[src/hw/dacsp_cfg.svh]
// Constants of the converter serial port: frame layout, command codes and reset values.
`ifndef DACSP_CFG_SVH
`define DACSP_CFG_SVH
`define DACSP_FRAME_BITS   24
`define DACSP_CNT_W        6
`define DACSP_ZERO_BIT     20
`define DACSP_CMD_HI       19
`define DACSP_CMD_LO       16
`define DACSP_DATA_HI      15
`define DACSP_REFDIS_BIT   5
`define DACSP_CMD_NOP      4'h0
`define DACSP_CMD_WR_IN    4'h1
`define DACSP_CMD_UPD      4'h2
`define DACSP_CMD_WR_UPD   4'h3
`define DACSP_CMD_WR_CTRL  4'h4
`define DACSP_CMD_DRST     4'h7
`define DACSP_CMD_NO_DAISY 4'h9
`define DACSP_CMD_RB_IN    4'hA
`define DACSP_CMD_RB_DAC   4'hB
`define DACSP_CMD_RB_CTRL  4'hC
`define DACSP_CMD_FRST     4'hF
`define DACSP_DATA_RST     16'h0000
`define DACSP_CTRL_RST     16'h0000
`define DACSP_PIN_IDLE     4'h9
`endif

[src/hw/dacsp_pkg.sv]
// Types shared by the converter serial port design.
package dacsp_pkg;
  typedef struct packed {
    logic frame_n;
    logic sclk;
    logic sdi;
    logic load_n;
  } dacsp_pins_t;

  typedef struct packed {
    logic [15:0] input_reg;
    logic [15:0] dac_reg;
    logic [15:0] ctrl_reg;
  } dacsp_regs_t;
endpackage

[src/hw/dacsp_port.sv]
// Serial slave port of a single-channel converter with readback and daisy chaining.
`timescale 1ns/1ns
`include "dacsp_cfg.svh"
// Overview of operation
// One 24-bit word per device per frame.
// Host holds frame low for whole word.
// Input sampled on falling serial clock edges.
// Frame rise captures word and decodes command.
// Continuous clock needs exact frame length.
// Gated burst exact, then frame rises.
// Host gives exactly 24 falling edges.
// Fewer than 24 edges: word ignored.
// Standalone, more than 24 edges: ignored.
// Host lowers frame again per transfer.
// Valid frame loads addressed register.
// Load strobe low while idle updates output.
// Read command, next frame shifts register out.
// Frame high makes serial output high-Z.
// Host reads single register with no-op.
// Readback pipelined with next read command.
// Serial output enabled by default.
// Extra bits ripple out in daisy chain.
// Output changes on rising clock edge.
// Host gives 24 times N clocks.
// Frame rise latches, no more input.
// Reference on at reset, bit disables.
// MSB first; bit 20 zero; command 19:16.
// Command codes decoded as listed.
// Load low during frame updates at rise.
// Bit counter cleared at frame start.
module dacsp_port
  import dacsp_pkg::*;
(
  input  wire logic                 clk_sys_i,
  input  wire logic                 sys_rst_i,
  input  wire dacsp_pkg::dacsp_pins_t pins_i,
  output logic                      sdo_o,
  output logic                      sdo_oe_o,
  output dacsp_pkg::dacsp_regs_t    regs_o,
  output logic                      ref_enable_o,
  output logic                      reset_pulse_o
);
  import dacsp_pkg::*;

  localparam int NB = `DACSP_FRAME_BITS;

  dacsp_pins_t s;
  dacsp_pins_t p_r;
  logic [NB-1:0]              shift_r;
  logic [`DACSP_CNT_W-1:0]    cnt_r;
  logic                       over_r;
  logic                       load_seen_r;
  logic                       daisy_en_r;
  logic [NB-1:0]              rb_r;
  logic                       rb_pend_r;
  logic [15:0]                rb_nxt;
  logic                       sdo_src_r;
  logic [3:0]                 cmd;
  logic [15:0]                dat;
  logic [15:0]                in_r;
  logic [15:0]                dac_r;
  logic [15:0]                ctrl_r;
  logic                       frame_fall;
  logic                       frame_rise;
  logic                       sclk_fall;
  logic                       sclk_rise;
  logic                       valid;
  logic                       accept;
  logic                       rd_cmd;
  logic                       wr_in;
  logic                       upd;
  logic                       wr_upd;
  logic                       wr_ctrl;
  logic                       data_rst;
  logic                       no_daisy;
  logic                       full_rst;

  dacsp_sync #(.W(4)) u_sync (
    .clk_sys_i (clk_sys_i),
    .sys_rst_i (sys_rst_i),
    .async_i   (pins_i),
    .rst_val_i (`DACSP_PIN_IDLE),
    .sync_o    (s)
  );

  always_ff @(posedge clk_sys_i) begin
    if (sys_rst_i) p_r <= `DACSP_PIN_IDLE;
    else           p_r <= s;
  end

  assign frame_fall = p_r.frame_n & ~s.frame_n;
  assign frame_rise = ~p_r.frame_n & s.frame_n;
  assign sclk_fall  = ~s.frame_n & p_r.sclk & ~s.sclk;
  assign sclk_rise  = ~s.frame_n & ~p_r.sclk & s.sclk;
  assign cmd        = shift_r[`DACSP_CMD_HI:`DACSP_CMD_LO];
  assign dat        = shift_r[`DACSP_DATA_HI:0];
  // Daisy mode accepts longer frames; the last 24 bits are ours.
  assign valid      = (cnt_r == `DACSP_CNT_W'(NB) && !over_r) ||
                      (daisy_en_r && (cnt_r >= `DACSP_CNT_W'(NB) || over_r));

  // Shift register and bit count.
  always_ff @(posedge clk_sys_i) begin
    if (sys_rst_i) begin
      shift_r <= '0;
      cnt_r   <= '0;
      over_r  <= 1'b0;
    end else if (frame_fall) begin
      cnt_r  <= '0;
      over_r <= 1'b0;
    end else if (sclk_fall) begin
      shift_r <= {shift_r[NB-2:0], s.sdi};
      if (cnt_r == `DACSP_CNT_W'(NB)) over_r <= 1'b1;
      else cnt_r <= cnt_r + `DACSP_CNT_W'(1);
    end
  end

  always_ff @(posedge clk_sys_i) begin
    if (sys_rst_i)       load_seen_r <= 1'b0;
    else if (frame_fall) load_seen_r <= ~s.load_n;
    else if (!s.frame_n && !s.load_n) load_seen_r <= 1'b1;
  end

  // A frame is accepted at its end; each write, update, reset and daisy-disable command becomes a one-cycle strobe.
  assign accept   = frame_rise && valid && !shift_r[`DACSP_ZERO_BIT];
  assign rd_cmd   = cmd == `DACSP_CMD_RB_IN || cmd == `DACSP_CMD_RB_DAC ||
                    cmd == `DACSP_CMD_RB_CTRL;
  assign wr_in    = accept && cmd == `DACSP_CMD_WR_IN;
  assign upd      = accept && cmd == `DACSP_CMD_UPD;
  assign wr_upd   = accept && cmd == `DACSP_CMD_WR_UPD;
  assign wr_ctrl  = accept && cmd == `DACSP_CMD_WR_CTRL;
  assign data_rst = accept && cmd == `DACSP_CMD_DRST;
  assign no_daisy = accept && cmd == `DACSP_CMD_NO_DAISY;
  assign full_rst = accept && cmd == `DACSP_CMD_FRST;
  assign regs_o   = {in_r, dac_r, ctrl_r};

  // Input register takes the data field of a write-input or write-and-update command.
  always_ff @(posedge clk_sys_i) begin
    if (sys_rst_i || data_rst || full_rst) begin
      in_r <= `DACSP_DATA_RST;
    end else if (wr_in || wr_upd) begin
      in_r <= dat;
    end
  end

  // Output register follows the input register on update, strobe or frame load.
  always_ff @(posedge clk_sys_i) begin
    if (sys_rst_i || data_rst || full_rst) begin
      dac_r <= `DACSP_DATA_RST;
    end else if (wr_upd || (wr_in && load_seen_r)) begin
      dac_r <= dat;
    end else if (upd) begin
      dac_r <= in_r;
    end else if (s.frame_n && !s.load_n) begin
      dac_r <= in_r;
    end
  end

  // Control register and the reference switch it carries.
  always_ff @(posedge clk_sys_i) begin
    if (sys_rst_i || full_rst) begin
      ctrl_r       <= `DACSP_CTRL_RST;
      ref_enable_o <= 1'b1;
    end else if (wr_ctrl) begin
      ctrl_r       <= dat;
      ref_enable_o <= ~dat[`DACSP_REFDIS_BIT];
    end
  end

  // Daisy chaining stays on until the disable command.
  always_ff @(posedge clk_sys_i) begin
    if (sys_rst_i || full_rst) begin
      daisy_en_r <= 1'b1;
    end else if (no_daisy) begin
      daisy_en_r <= 1'b0;
    end
  end

  // One-cycle pulse on a full reset command.
  always_ff @(posedge clk_sys_i) begin
    if (sys_rst_i) begin
      reset_pulse_o <= 1'b0;
    end else begin
      reset_pulse_o <= full_rst;
    end
  end

  // Readback source chosen at frame end, shifted out in the next frame.
  always_comb begin
    unique case (cmd)
      `DACSP_CMD_RB_IN:  rb_nxt = regs_o.input_reg;
      `DACSP_CMD_RB_DAC: rb_nxt = regs_o.dac_reg;
      default:           rb_nxt = regs_o.ctrl_reg;
    endcase
  end

  always_ff @(posedge clk_sys_i) begin
    if (sys_rst_i) begin
      rb_r      <= '0;
      rb_pend_r <= 1'b0;
    end else if (frame_rise) begin
      rb_pend_r <= accept && rd_cmd;
      rb_r      <= {shift_r[NB-1:16], rb_nxt};
    end else if (sclk_fall && rb_pend_r) begin
      rb_r <= {rb_r[NB-2:0], 1'b0};
    end
  end

  // Output bit changes on rising clock; ripples shift MSB in daisy mode.
  always_ff @(posedge clk_sys_i) begin
    if (sys_rst_i)        sdo_src_r <= 1'b0;
    else if (frame_fall)  sdo_src_r <= rb_pend_r ? rb_r[NB-1] : shift_r[NB-1];
    else if (sclk_rise)   sdo_src_r <= rb_pend_r ? rb_r[NB-1] : shift_r[NB-1];
  end

  always_ff @(posedge clk_sys_i) begin
    if (sys_rst_i) begin
      sdo_o    <= 1'b0;
      sdo_oe_o <= 1'b0;
    end else begin
      sdo_o    <= sdo_src_r;
      sdo_oe_o <= ~s.frame_n & (rb_pend_r | daisy_en_r);
    end
  end
endmodule

[src/hw/dacsp_sync.sv]
// Two-flop synchroniser for the four serial port input pins.
`timescale 1ns/1ns
module dacsp_sync #(
  parameter int W = 4
) (
  input  wire logic         clk_sys_i,
  input  wire logic         sys_rst_i,
  input  wire logic [W-1:0] async_i,
  input  wire logic [W-1:0] rst_val_i,
  output logic      [W-1:0] sync_o
);
  logic [W-1:0] meta_r;

  genvar g;
  generate
    for (g = 0; g < W; g++) begin : g_bit
      always_ff @(posedge clk_sys_i) begin
        if (sys_rst_i) begin
          meta_r[g] <= rst_val_i[g];
          sync_o[g] <= rst_val_i[g];
        end else begin
          meta_r[g] <= async_i[g];
          sync_o[g] <= meta_r[g];
        end
      end
    end
  endgenerate
endmodule

[config.mk]
export PLATFORM = sky130hd
export DESIGN_NAME = dacsp_port
export DESIGN_NICKNAME = d
export VERILOG_FILES = /design/src/hw/dacsp_pkg.sv /design/src/hw/dacsp_port.sv /design/src/hw/dacsp_sync.sv
export VERILOG_INCLUDE_DIRS = /design/src /design/src/hw
export SDC_FILE = /design/constraint.sdc
export NUM_CORES = 1
export LEC_CHECK = 0
export ABC_AREA = 1
export BUFFER_PORTS_ARGS = -buffer_cell sky130_fd_sc_hd__buf_2
export CORE_MARGIN = 2
export CORE_UTILIZATION = 45
export DETAILED_ROUTE_END_ITERATION = 12
export PLACE_DENSITY = 0.73
export RECOVER_POWER = 100
export SYNTH_ARGS = -nofsm -noshare
export SYNTH_HDL_FRONTEND = slang
export SYNTH_HIERARCHICAL = 1
export SYNTH_SLANG_ARGS = --single-unit
[constraint.sdc]
create_clock -name clk_sys_i -period 3 [get_ports clk_sys_i]
set_clock_uncertainty 0.2 [all_clocks]
set_input_delay 0 -clock clk_sys_i [delete_from_list [all_inputs] [get_ports clk_sys_i]]
set_output_delay 0 -clock clk_sys_i [all_outputs]
set_load 0.02 [all_outputs]
Word-level counts from Yosys, hierarchy flattened
Index checks and enable logic that the tools add are counted.
{ "totals": {"in_bits": 6, "wordCells": 102, "ff_bits": 121, "out_inout_bits": 52} }
{ "classes": {"reduce_logical": 37, "magnitude_cmp": 1, "n_eq_ne": 11, "bitwise_logic": 16, "mux": 11, "n_addsub": 1} }
{ "op_table": {"columns": ["operator", "count"], "rows": [
  ["$mux W16", 3],
  ["$mux W24", 2],
  ["$pmux W16 S2", 1],
  ["$eq A4 B4 Y1 const B", 5],
  ["$logic_and A1 B1 Y1", 16],
  ["$logic_or A1 B1 Y1", 9],
  ["$eq A4 B2 Y1 const B", 2],
  ["$eq A4 B3 Y1 const B", 2],
  ["$not A1 Y1", 8],
  ["$and A1 B1 Y1", 7],
  ["$add A6 B1 Y6 const B", 1],
  ["$eq A6 B5 Y1 const B", 1],
  ["$ge A6 B5 Y1 const B", 1],
  ["$reduce_and A2 Y1", 3],
  ["$reduce_bool A2 Y1", 3],
  ["$mux W1", 5],
  ["$eq A4 B1 Y1 const B", 1],
  ["$logic_not A1 Y1", 4],
  ["$reduce_bool A3 Y1", 1],
  ["$reduce_or A2 Y1", 1],
  ["$or A1 B1 Y1", 1]
]} }

Logic depth before layout (Yosys ltp)
{ "depth": {"word_depth": 10, "ltp_mapped": 11, "mapped_depth_nobuf": 10} }

Modules after synthesis
The synthesis kept the hierarchy.
{ "modules_own_cells": {"columns": ["mod", "seq_area_each_um2", "area_each_um2", "cells_each", "instances"], "rows": [
  ["dacsp_port", 2262.2, 4922.2, 687, 1],
  ["dacsp_sync", 160.2, 239.0, 29, 1]
]} }

Worst setup path after synthesis
OpenSTA, ideal clock, no wires.
{ "synth_path": {"path_type": "reg-to-reg", "from": "register cnt_r[0]", "to": "register dac_r[10]", "t_arrival_ns": 1.515, "stages_incl_launch_ff": 12, "slack_ns": 1.172, "period_less_slack_ns": 1.828, "n_path_buf": 1, "t_required_ns": 2.687, "setup_ns": 0.113, "path_cell_list": "dfxtp_1 -> inv_1 -> ha_1 -> nand4_1 -> nand2_1 -> nand3_1 -> nand2_1 -> nor2_2 -> inv_2 -> buf_6 -> nor2_1 -> nor2_1"} }
{ "synth_between": {"elab_chain_cells": 10, "word_cells_on_any_way": 20, "classes_between": "1 x order compare; 1 x eq/ne; 2 x mux; 16 x reduce/logical"} }
{ "synth_rtl": {"columns": ["item", "line_no", "source"], "rows": [
  ["from (decl)", "dacsp_port.sv:50", "logic [`DACSP_CNT_W-1:0] cnt_r;"],
  ["from (signal assigned)", "dacsp_port.sv:113", "else cnt_r <= cnt_r + `DACSP_CNT_W'(1);"],
  ["$ge A6 B5 Y1", "dacsp_port.sv:99", "(daisy_en_r && (cnt_r >= `DACSP_CNT_W'(NB) || over_r));"],
  ["$logic_or A1 B1 Y1", "dacsp_port.sv:99", null],
  ["$logic_and A1 B1 Y1", "dacsp_port.sv:99", null],
  ["$logic_or A1 B1 Y1 (*)", "dacsp_port.sv:98", "assign valid = (cnt_r == `DACSP_CNT_W'(NB) && !over_r) ||"],
  ["$logic_and A1 B1 Y1 (*) (2 in a row)", "dacsp_port.sv:124", "assign accept = frame_rise && valid && !shift_r[`DACSP_ZERO_BIT];"],
  ["$logic_and A1 B1 Y1 (no line)", null, null],
  ["$logic_and A1 B1 Y1", "dacsp_port.sv:149", "end else if (wr_upd || (wr_in && load_seen_r)) begin"],
  ["$logic_or A1 B1 Y1", "dacsp_port.sv:149", null],
  ["$reduce_bool A3 Y1 (no line) or $mux W16 (tied branches)", null, null],
  ["to (signal assigned)", "dacsp_port.sv:148", "dac_r <= `DACSP_DATA_RST;"],
  ["to (signal assigned)", "dacsp_port.sv:150", "dac_r <= dat;"],
  ["to (signal assigned)", "dacsp_port.sv:152", "dac_r <= in_r;"],
  ["to (decl)", "dacsp_port.sv:61", "logic [15:0] dac_r;"]
]} }
Every way passes the cells marked *; elsewhere a longest branch is shown, timed or not.
A chain may end at the register's enable or synchronous reset.

Final worst setup path
{ "layout_path": {"from": "register u_sync.sync_o[3]", "to": "register in_r[9]"} }
{ "layout_between": {"elab_chain_cells": 6, "word_cells_on_any_way": 10, "classes_between": "1 x bitwise; 9 x reduce/logical"} }
{ "layout_rtl": {"columns": ["item", "line_no", "source"], "rows": [
  ["from (decl)", "dacsp_sync.sv:10", "output logic [W-1:0] sync_o"],
  ["from (signal, indexed assignment)", "dacsp_sync.sv:20", "sync_o[g] <= rst_val_i[g];"],
  ["from (signal, indexed assignment)", "dacsp_sync.sv:23", "sync_o[g] <= meta_r[g];"],
  ["$and A1 B1 Y1 (*)", "dacsp_port.sv:92", "assign frame_rise = ~p_r.frame_n & s.frame_n;"],
  ["$logic_and A1 B1 Y1 (*) (2 in a row)", "dacsp_port.sv:124", null],
  ["$logic_and A1 B1 Y1 (no line)", null, null],
  ["$logic_or A1 B1 Y1 (2 in a row)", "dacsp_port.sv:138", "if (sys_rst_i || data_rst || full_rst) begin"],
  ["to (signal assigned)", "dacsp_port.sv:139", "in_r <= `DACSP_DATA_RST;"],
  ["to (signal assigned)", "dacsp_port.sv:141", "in_r <= dat;"],
  ["to (decl)", "dacsp_port.sv:60", "logic [15:0] in_r;"]
]} }
Marked as above.

==> results.md <==
Clock network:
- In this run the deepest clock path goes through 2 buffers.
- The insertion delay of the later-clocked pin in the worst-skew pair is 0.43 ns.
- CTS built an H-tree with a depth of 4.
- The number of sinks handled by clock tree synthesis is 121.
- The post-cts repair resize count is 0.
- The clock slew at the register clock pins of the worst setup and hold paths is 0.05 ns.
- Counting the buffers created by CTS gives 17.
- TritonCTS built the clock tree.
- Post-CTS timing repair inserted 0 buffers for setup.
- CTS placed an instance of sky130_fd_sc_hd__clkbuf_16 at the clock tree root.

Route:
- The via count normalized by instance count is 5.38.
- The final layout contains routed wiring with a total length of 14,500 µm.
- In this run, the number of DRC markers left after iteration 0 of detailed routing was 552.
- The pre-antenna-repair detailed-routing pass consisted of 5 iterations.
- The remaining number of nets flagged by the antenna check after routing is 0.
- In the final routed layout, each cell accounts on average for 15.5 µm.
- The overall via count from detail_route is 5,022.
- The number of remaining DRC errors is 0.

STA:
- The number of setup violations in the final report is 0.
- In the post-route analysis, the smallest setup slack over all paths is 0.580 ns.
- The number of endpoints with negative hold slack in the final report is 0.
- Setup total negative slack on the finished layout was measured at 0 ns.
- Headroom to the max-slew limit came out at 46.2%.
- The count of final max-slew check failures is 0.
- The minimum period implied by the final worst setup slack is 2.42 ns.
- For the pin with the worst max-slew slack, the measured transition is 0.807 ns.
- Timing would allow up to 0.413 GHz.
- Of the available clock period, the critical path in the final layout requires 80.7%.
- Setup repair after global routing left no endpoint under its margin.

Power:
- The design draws 4.23 mW.
- The static leakage power is 2.32 nW.
- IR analysis of the VDD net gives a maximum drop of 0.434 mV.
- The power per standard cell area is 684 mW/mm².

Yosys:
- Ranked by total cell area, the synthesized netlist is headed by sky130_fd_sc_hd__dfxtp_1 47%, sky130_fd_sc_hd__nand2_1 12%, sky130_fd_sc_hd__a21oi_1 9.3%.
- Summing the areas of all compound-gate instances in the mapped netlist gives 18.4% of the synthesized area.
- The fraction of synthesis flops using an asynchronous set or reset pin is 0%.
- The fraction of the mapped netlist area in adder cells is 0.485%.
- The cell count after synthesis is 716.
- Counting flops and latches in the post-synthesis netlist gives 121.
- The dominant combinational cell family by area after synthesis is simple AND/OR/NAND/NOR gates.
- Multiplexer cells account for 0.218% of the synthesized area.
- The number of enable-type register cells in the synthesized netlist is 0.
- The biggest area contributor in the post-synthesis netlist is sky130_fd_sc_hd__dfxtp_1.
- The area of the mapped netlist is 0.00516 mm².
- The flip-flop cell with the highest count after synthesis is sky130_fd_sc_hd__dfxtp_1.
- The area share of and/or/nand/nor cells after synthesis is 25.3%.
- The mean instance size in the synthesized netlist is 7.21 µm².
- The share of synthesized area in the top cell type comes to 46.9%.
- The number of distinct library cells after synthesis is 35.
- The fraction of synthesized cell area in xor and xnor cells is 0.170%.
- The sequential share of the synthesized area is 46.9%.
- The count of warnings emitted by yosys is 6.

Place:
- During placement, the flow inserted port buffers numbering 57.
- The HPWL after detailed placement is 9540 µm.
- Routability-driven placement finished with a final weighted congestion of 0.907.
- The minimum setup slack after placement is 0.770 ns.

Floorplanning:
- For this configuration, the core starts out at a cell density of 45.6%.
- The I/O pin total is 58.
- The die covers 0.0123 mm².
- The floorplan row count is 39.
- The die is 111 µm wide.
- The die is 111 µm tall.
- The area of the placeable core is 0.0113 mm².

Job:
- Max-cap violations in this run came to 0.

Critical path:
- STA classifies the critical path endpoint as a register.
- The worst setup path is launched from a register.
- For the worst setup path, the data arrival time is 2.58 ns.
- STA puts the critical path data required time at 3.16 ns.
- Along the worst path, the maximum fanout reaches 17.
- The critical path is of the reg -> reg type.

Global routing:
- After global routing the overflow that remains totals 0.
- The total routing resource utilization after global routing is 24.2%.
- The number of global-route vias before repair is 4,561.
- The wire length of the first global-routing pass is 23,700 µm.
- The largest net degree at the start of global routing is 48.
- The initial antenna violation count was 0.

Run status:
- The run finished with clean final reports.

Cells and area:
- The area growth from synthesis to layout is 20.0%.
- 0 antenna diodes ended up in the layout.
- The ratio of cells with drive above 1 in the final layout is 8.10%.
- The number of nets at the end of the flow is 785.

Worst hold path:
- In this run the worst hold path is classified as reg -> reg.
critical path, cell delays in order (launching register included):
cell and delay, ns:
sky130_fd_sc_hd__dfxtp_1 0.36, sky130_fd_sc_hd__nand2_1 0.38, sky130_fd_sc_hd__nor2_4 0.29, sky130_fd_sc_hd__nand2_1 0.11
sky130_fd_sc_hd__inv_1 0.13, sky130_fd_sc_hd__o21ai_0 0.15, sky130_fd_sc_hd__buf_4 0.24, sky130_fd_sc_hd__inv_2 0.25
sky130_fd_sc_hd__nand2_1 0.10, sky130_fd_sc_hd__a21oi_1 0.14
state kept, by name (all words and copies together), names as in the netlist, 4 cells and up:
register	cells
rb_r	24
shift_r	24
ctrl_r	16
dac_r	16
in_r	16
cnt_r	6
u_sync/meta_r	4
u_sync/sync_o	4
cell type report:
| cell class | count | area (µm²) |
|---|---|---|
| timing repair buffer | 77 | 393 |
| tap | 143 | 179 |
| fill | 1098 | 5130 |
| inverter | 65 | 244 |
| multi-input combinational | 495 | 2300 |
| sequential | 121 | 2420 |
| clock buffer | 17 | 425 |
| clock inverter | 15 | 226 |
per-layer routing:
layer	track usage [%]	part of all wire, %
met5	0	0
met4	9.55	2.2
met3	5.74	7.1
met2	36.5	45
met1	33.4	46
Yosys cell counts, types with 2 or more instances:
cell type,number
sky130_fd_sc_hd__nand4_1,4
sky130_fd_sc_hd__inv_1,55
sky130_fd_sc_hd__buf_6,3
sky130_fd_sc_hd__conb_1,2
sky130_fd_sc_hd__nand2_1,161
sky130_fd_sc_hd__buf_4,2
sky130_fd_sc_hd__dfxtp_1,121
sky130_fd_sc_hd__nor3_2,2
sky130_fd_sc_hd__clkbuf_1,15
sky130_fd_sc_hd__o21ai_0,50
sky130_fd_sc_hd__nor2_1,77
sky130_fd_sc_hd__nand2_2,3
sky130_fd_sc_hd__o22ai_1,15
sky130_fd_sc_hd__buf_2,16
sky130_fd_sc_hd__a31oi_1,3
sky130_fd_sc_hd__a21oi_1,96
sky130_fd_sc_hd__inv_2,9
sky130_fd_sc_hd__nor3_1,8
sky130_fd_sc_hd__ha_1,2
sky130_fd_sc_hd__a21oi_4,2
sky130_fd_sc_hd__nand3_1,51
sky130_fd_sc_hd__or2_2,2
sky130_fd_sc_hd__a211oi_1,5
layout by cell type (no fill, tap or decap), types with 2 or more instances in the layout:
cell                            count
sky130_fd_sc_hd__clkinv_2           2
sky130_fd_sc_hd__a31oi_1            3
sky130_fd_sc_hd__bufinv_16          5
sky130_fd_sc_hd__nand3_1           51
sky130_fd_sc_hd__clkbuf_2           2
sky130_fd_sc_hd__inv_1             58
sky130_fd_sc_hd__clkinvlp_4         3
sky130_fd_sc_hd__buf_2              5
sky130_fd_sc_hd__inv_2              6
sky130_fd_sc_hd__nand4_1            4
sky130_fd_sc_hd__a211oi_1           5
sky130_fd_sc_hd__nor3_1             9
sky130_fd_sc_hd__nor2_1            77
sky130_fd_sc_hd__nand2_2            2
sky130_fd_sc_hd__dlygate4sd3_1     11
sky130_fd_sc_hd__clkbuf_1          52
sky130_fd_sc_hd__clkinv_4           5
sky130_fd_sc_hd__nand2_1          162
sky130_fd_sc_hd__o21ai_0           51
sky130_fd_sc_hd__ha_1               2
sky130_fd_sc_hd__conb_1             4
sky130_fd_sc_hd__dfxtp_1          121
sky130_fd_sc_hd__clkbuf_16         17
sky130_fd_sc_hd__buf_4              7
sky130_fd_sc_hd__o22ai_1           15
sky130_fd_sc_hd__a21oi_1           96
sky130_fd_sc_hd__a21oi_4            2
sky130_fd_sc_hd__or2_2              2
final timing paths:
| check | startpoint | to | slack, ns | cells after the start |
|---|---|---|---|---|
| setup / recovery | u_sync/sync_o[3]$_DFF_P_ | in_r[9]$_SDFFE_PP0P_ | 0.58 | 9 |
| hold / removal | u_sync/sync_o[1]$_DFF_P_ | shift_r[0]$_SDFFE_PP0P_ | 0.23 | 2 |
| setup reg to reg | u_sync/sync_o[3]$_DFF_P_ | in_r[9]$_SDFFE_PP0P_ | 0.58 | 9 |
| hold reg to reg | u_sync/sync_o[1]$_DFF_P_ | shift_r[0]$_SDFFE_PP0P_ | 0.23 | 2 |
per-stage QoR:
| step | cell area, µm² | cells | utilization [%] | hold slack (ns) |
|---|---|---|---|---|
| 6_report | 6190 | 933 | 54.7 | 0.233 |
| 5_1_grt | 6190 | 933 | 54.7 | 0.258 |
| 2_1_floorplan | 5170 | 718 | - | -0.121 |
| 4_1_cts | 6280 | 933 | 55.4 | 0.216 |
| 3_5_place_dp | 5510 | 890 | 48.7 | -0.00672 |
| 3_3_place_gp | 5510 | 890 | 48.7 | -0.0110 |
cell families after synthesis:
family | Yosys count
adder cells (fa/ha/maj) | 2
buffers and inverters | 102
multiplexers | 1
flip-flops | 121
AO/OA/AOI/OAI | 175
XOR/XNOR | 1
AND/OR/NAND/NOR | 312
other | 2
repair_timing:
action | 4_1_cts | 5_1_grt
endpoints found under the hold margin | 19 | 0
hold buffers | 11 | 0
endpoints found under the setup margin | 0 | 0
report_power, final:
group	switching, mW	leakage [nW]	internal [mW]
clock network	0.772	0.309	1.47
logic	0.181	1.03	0.0933
registers	0.0463	0.985	1.67
total	0.999	2.32	3.24
(Power assumes the default switching activity.)
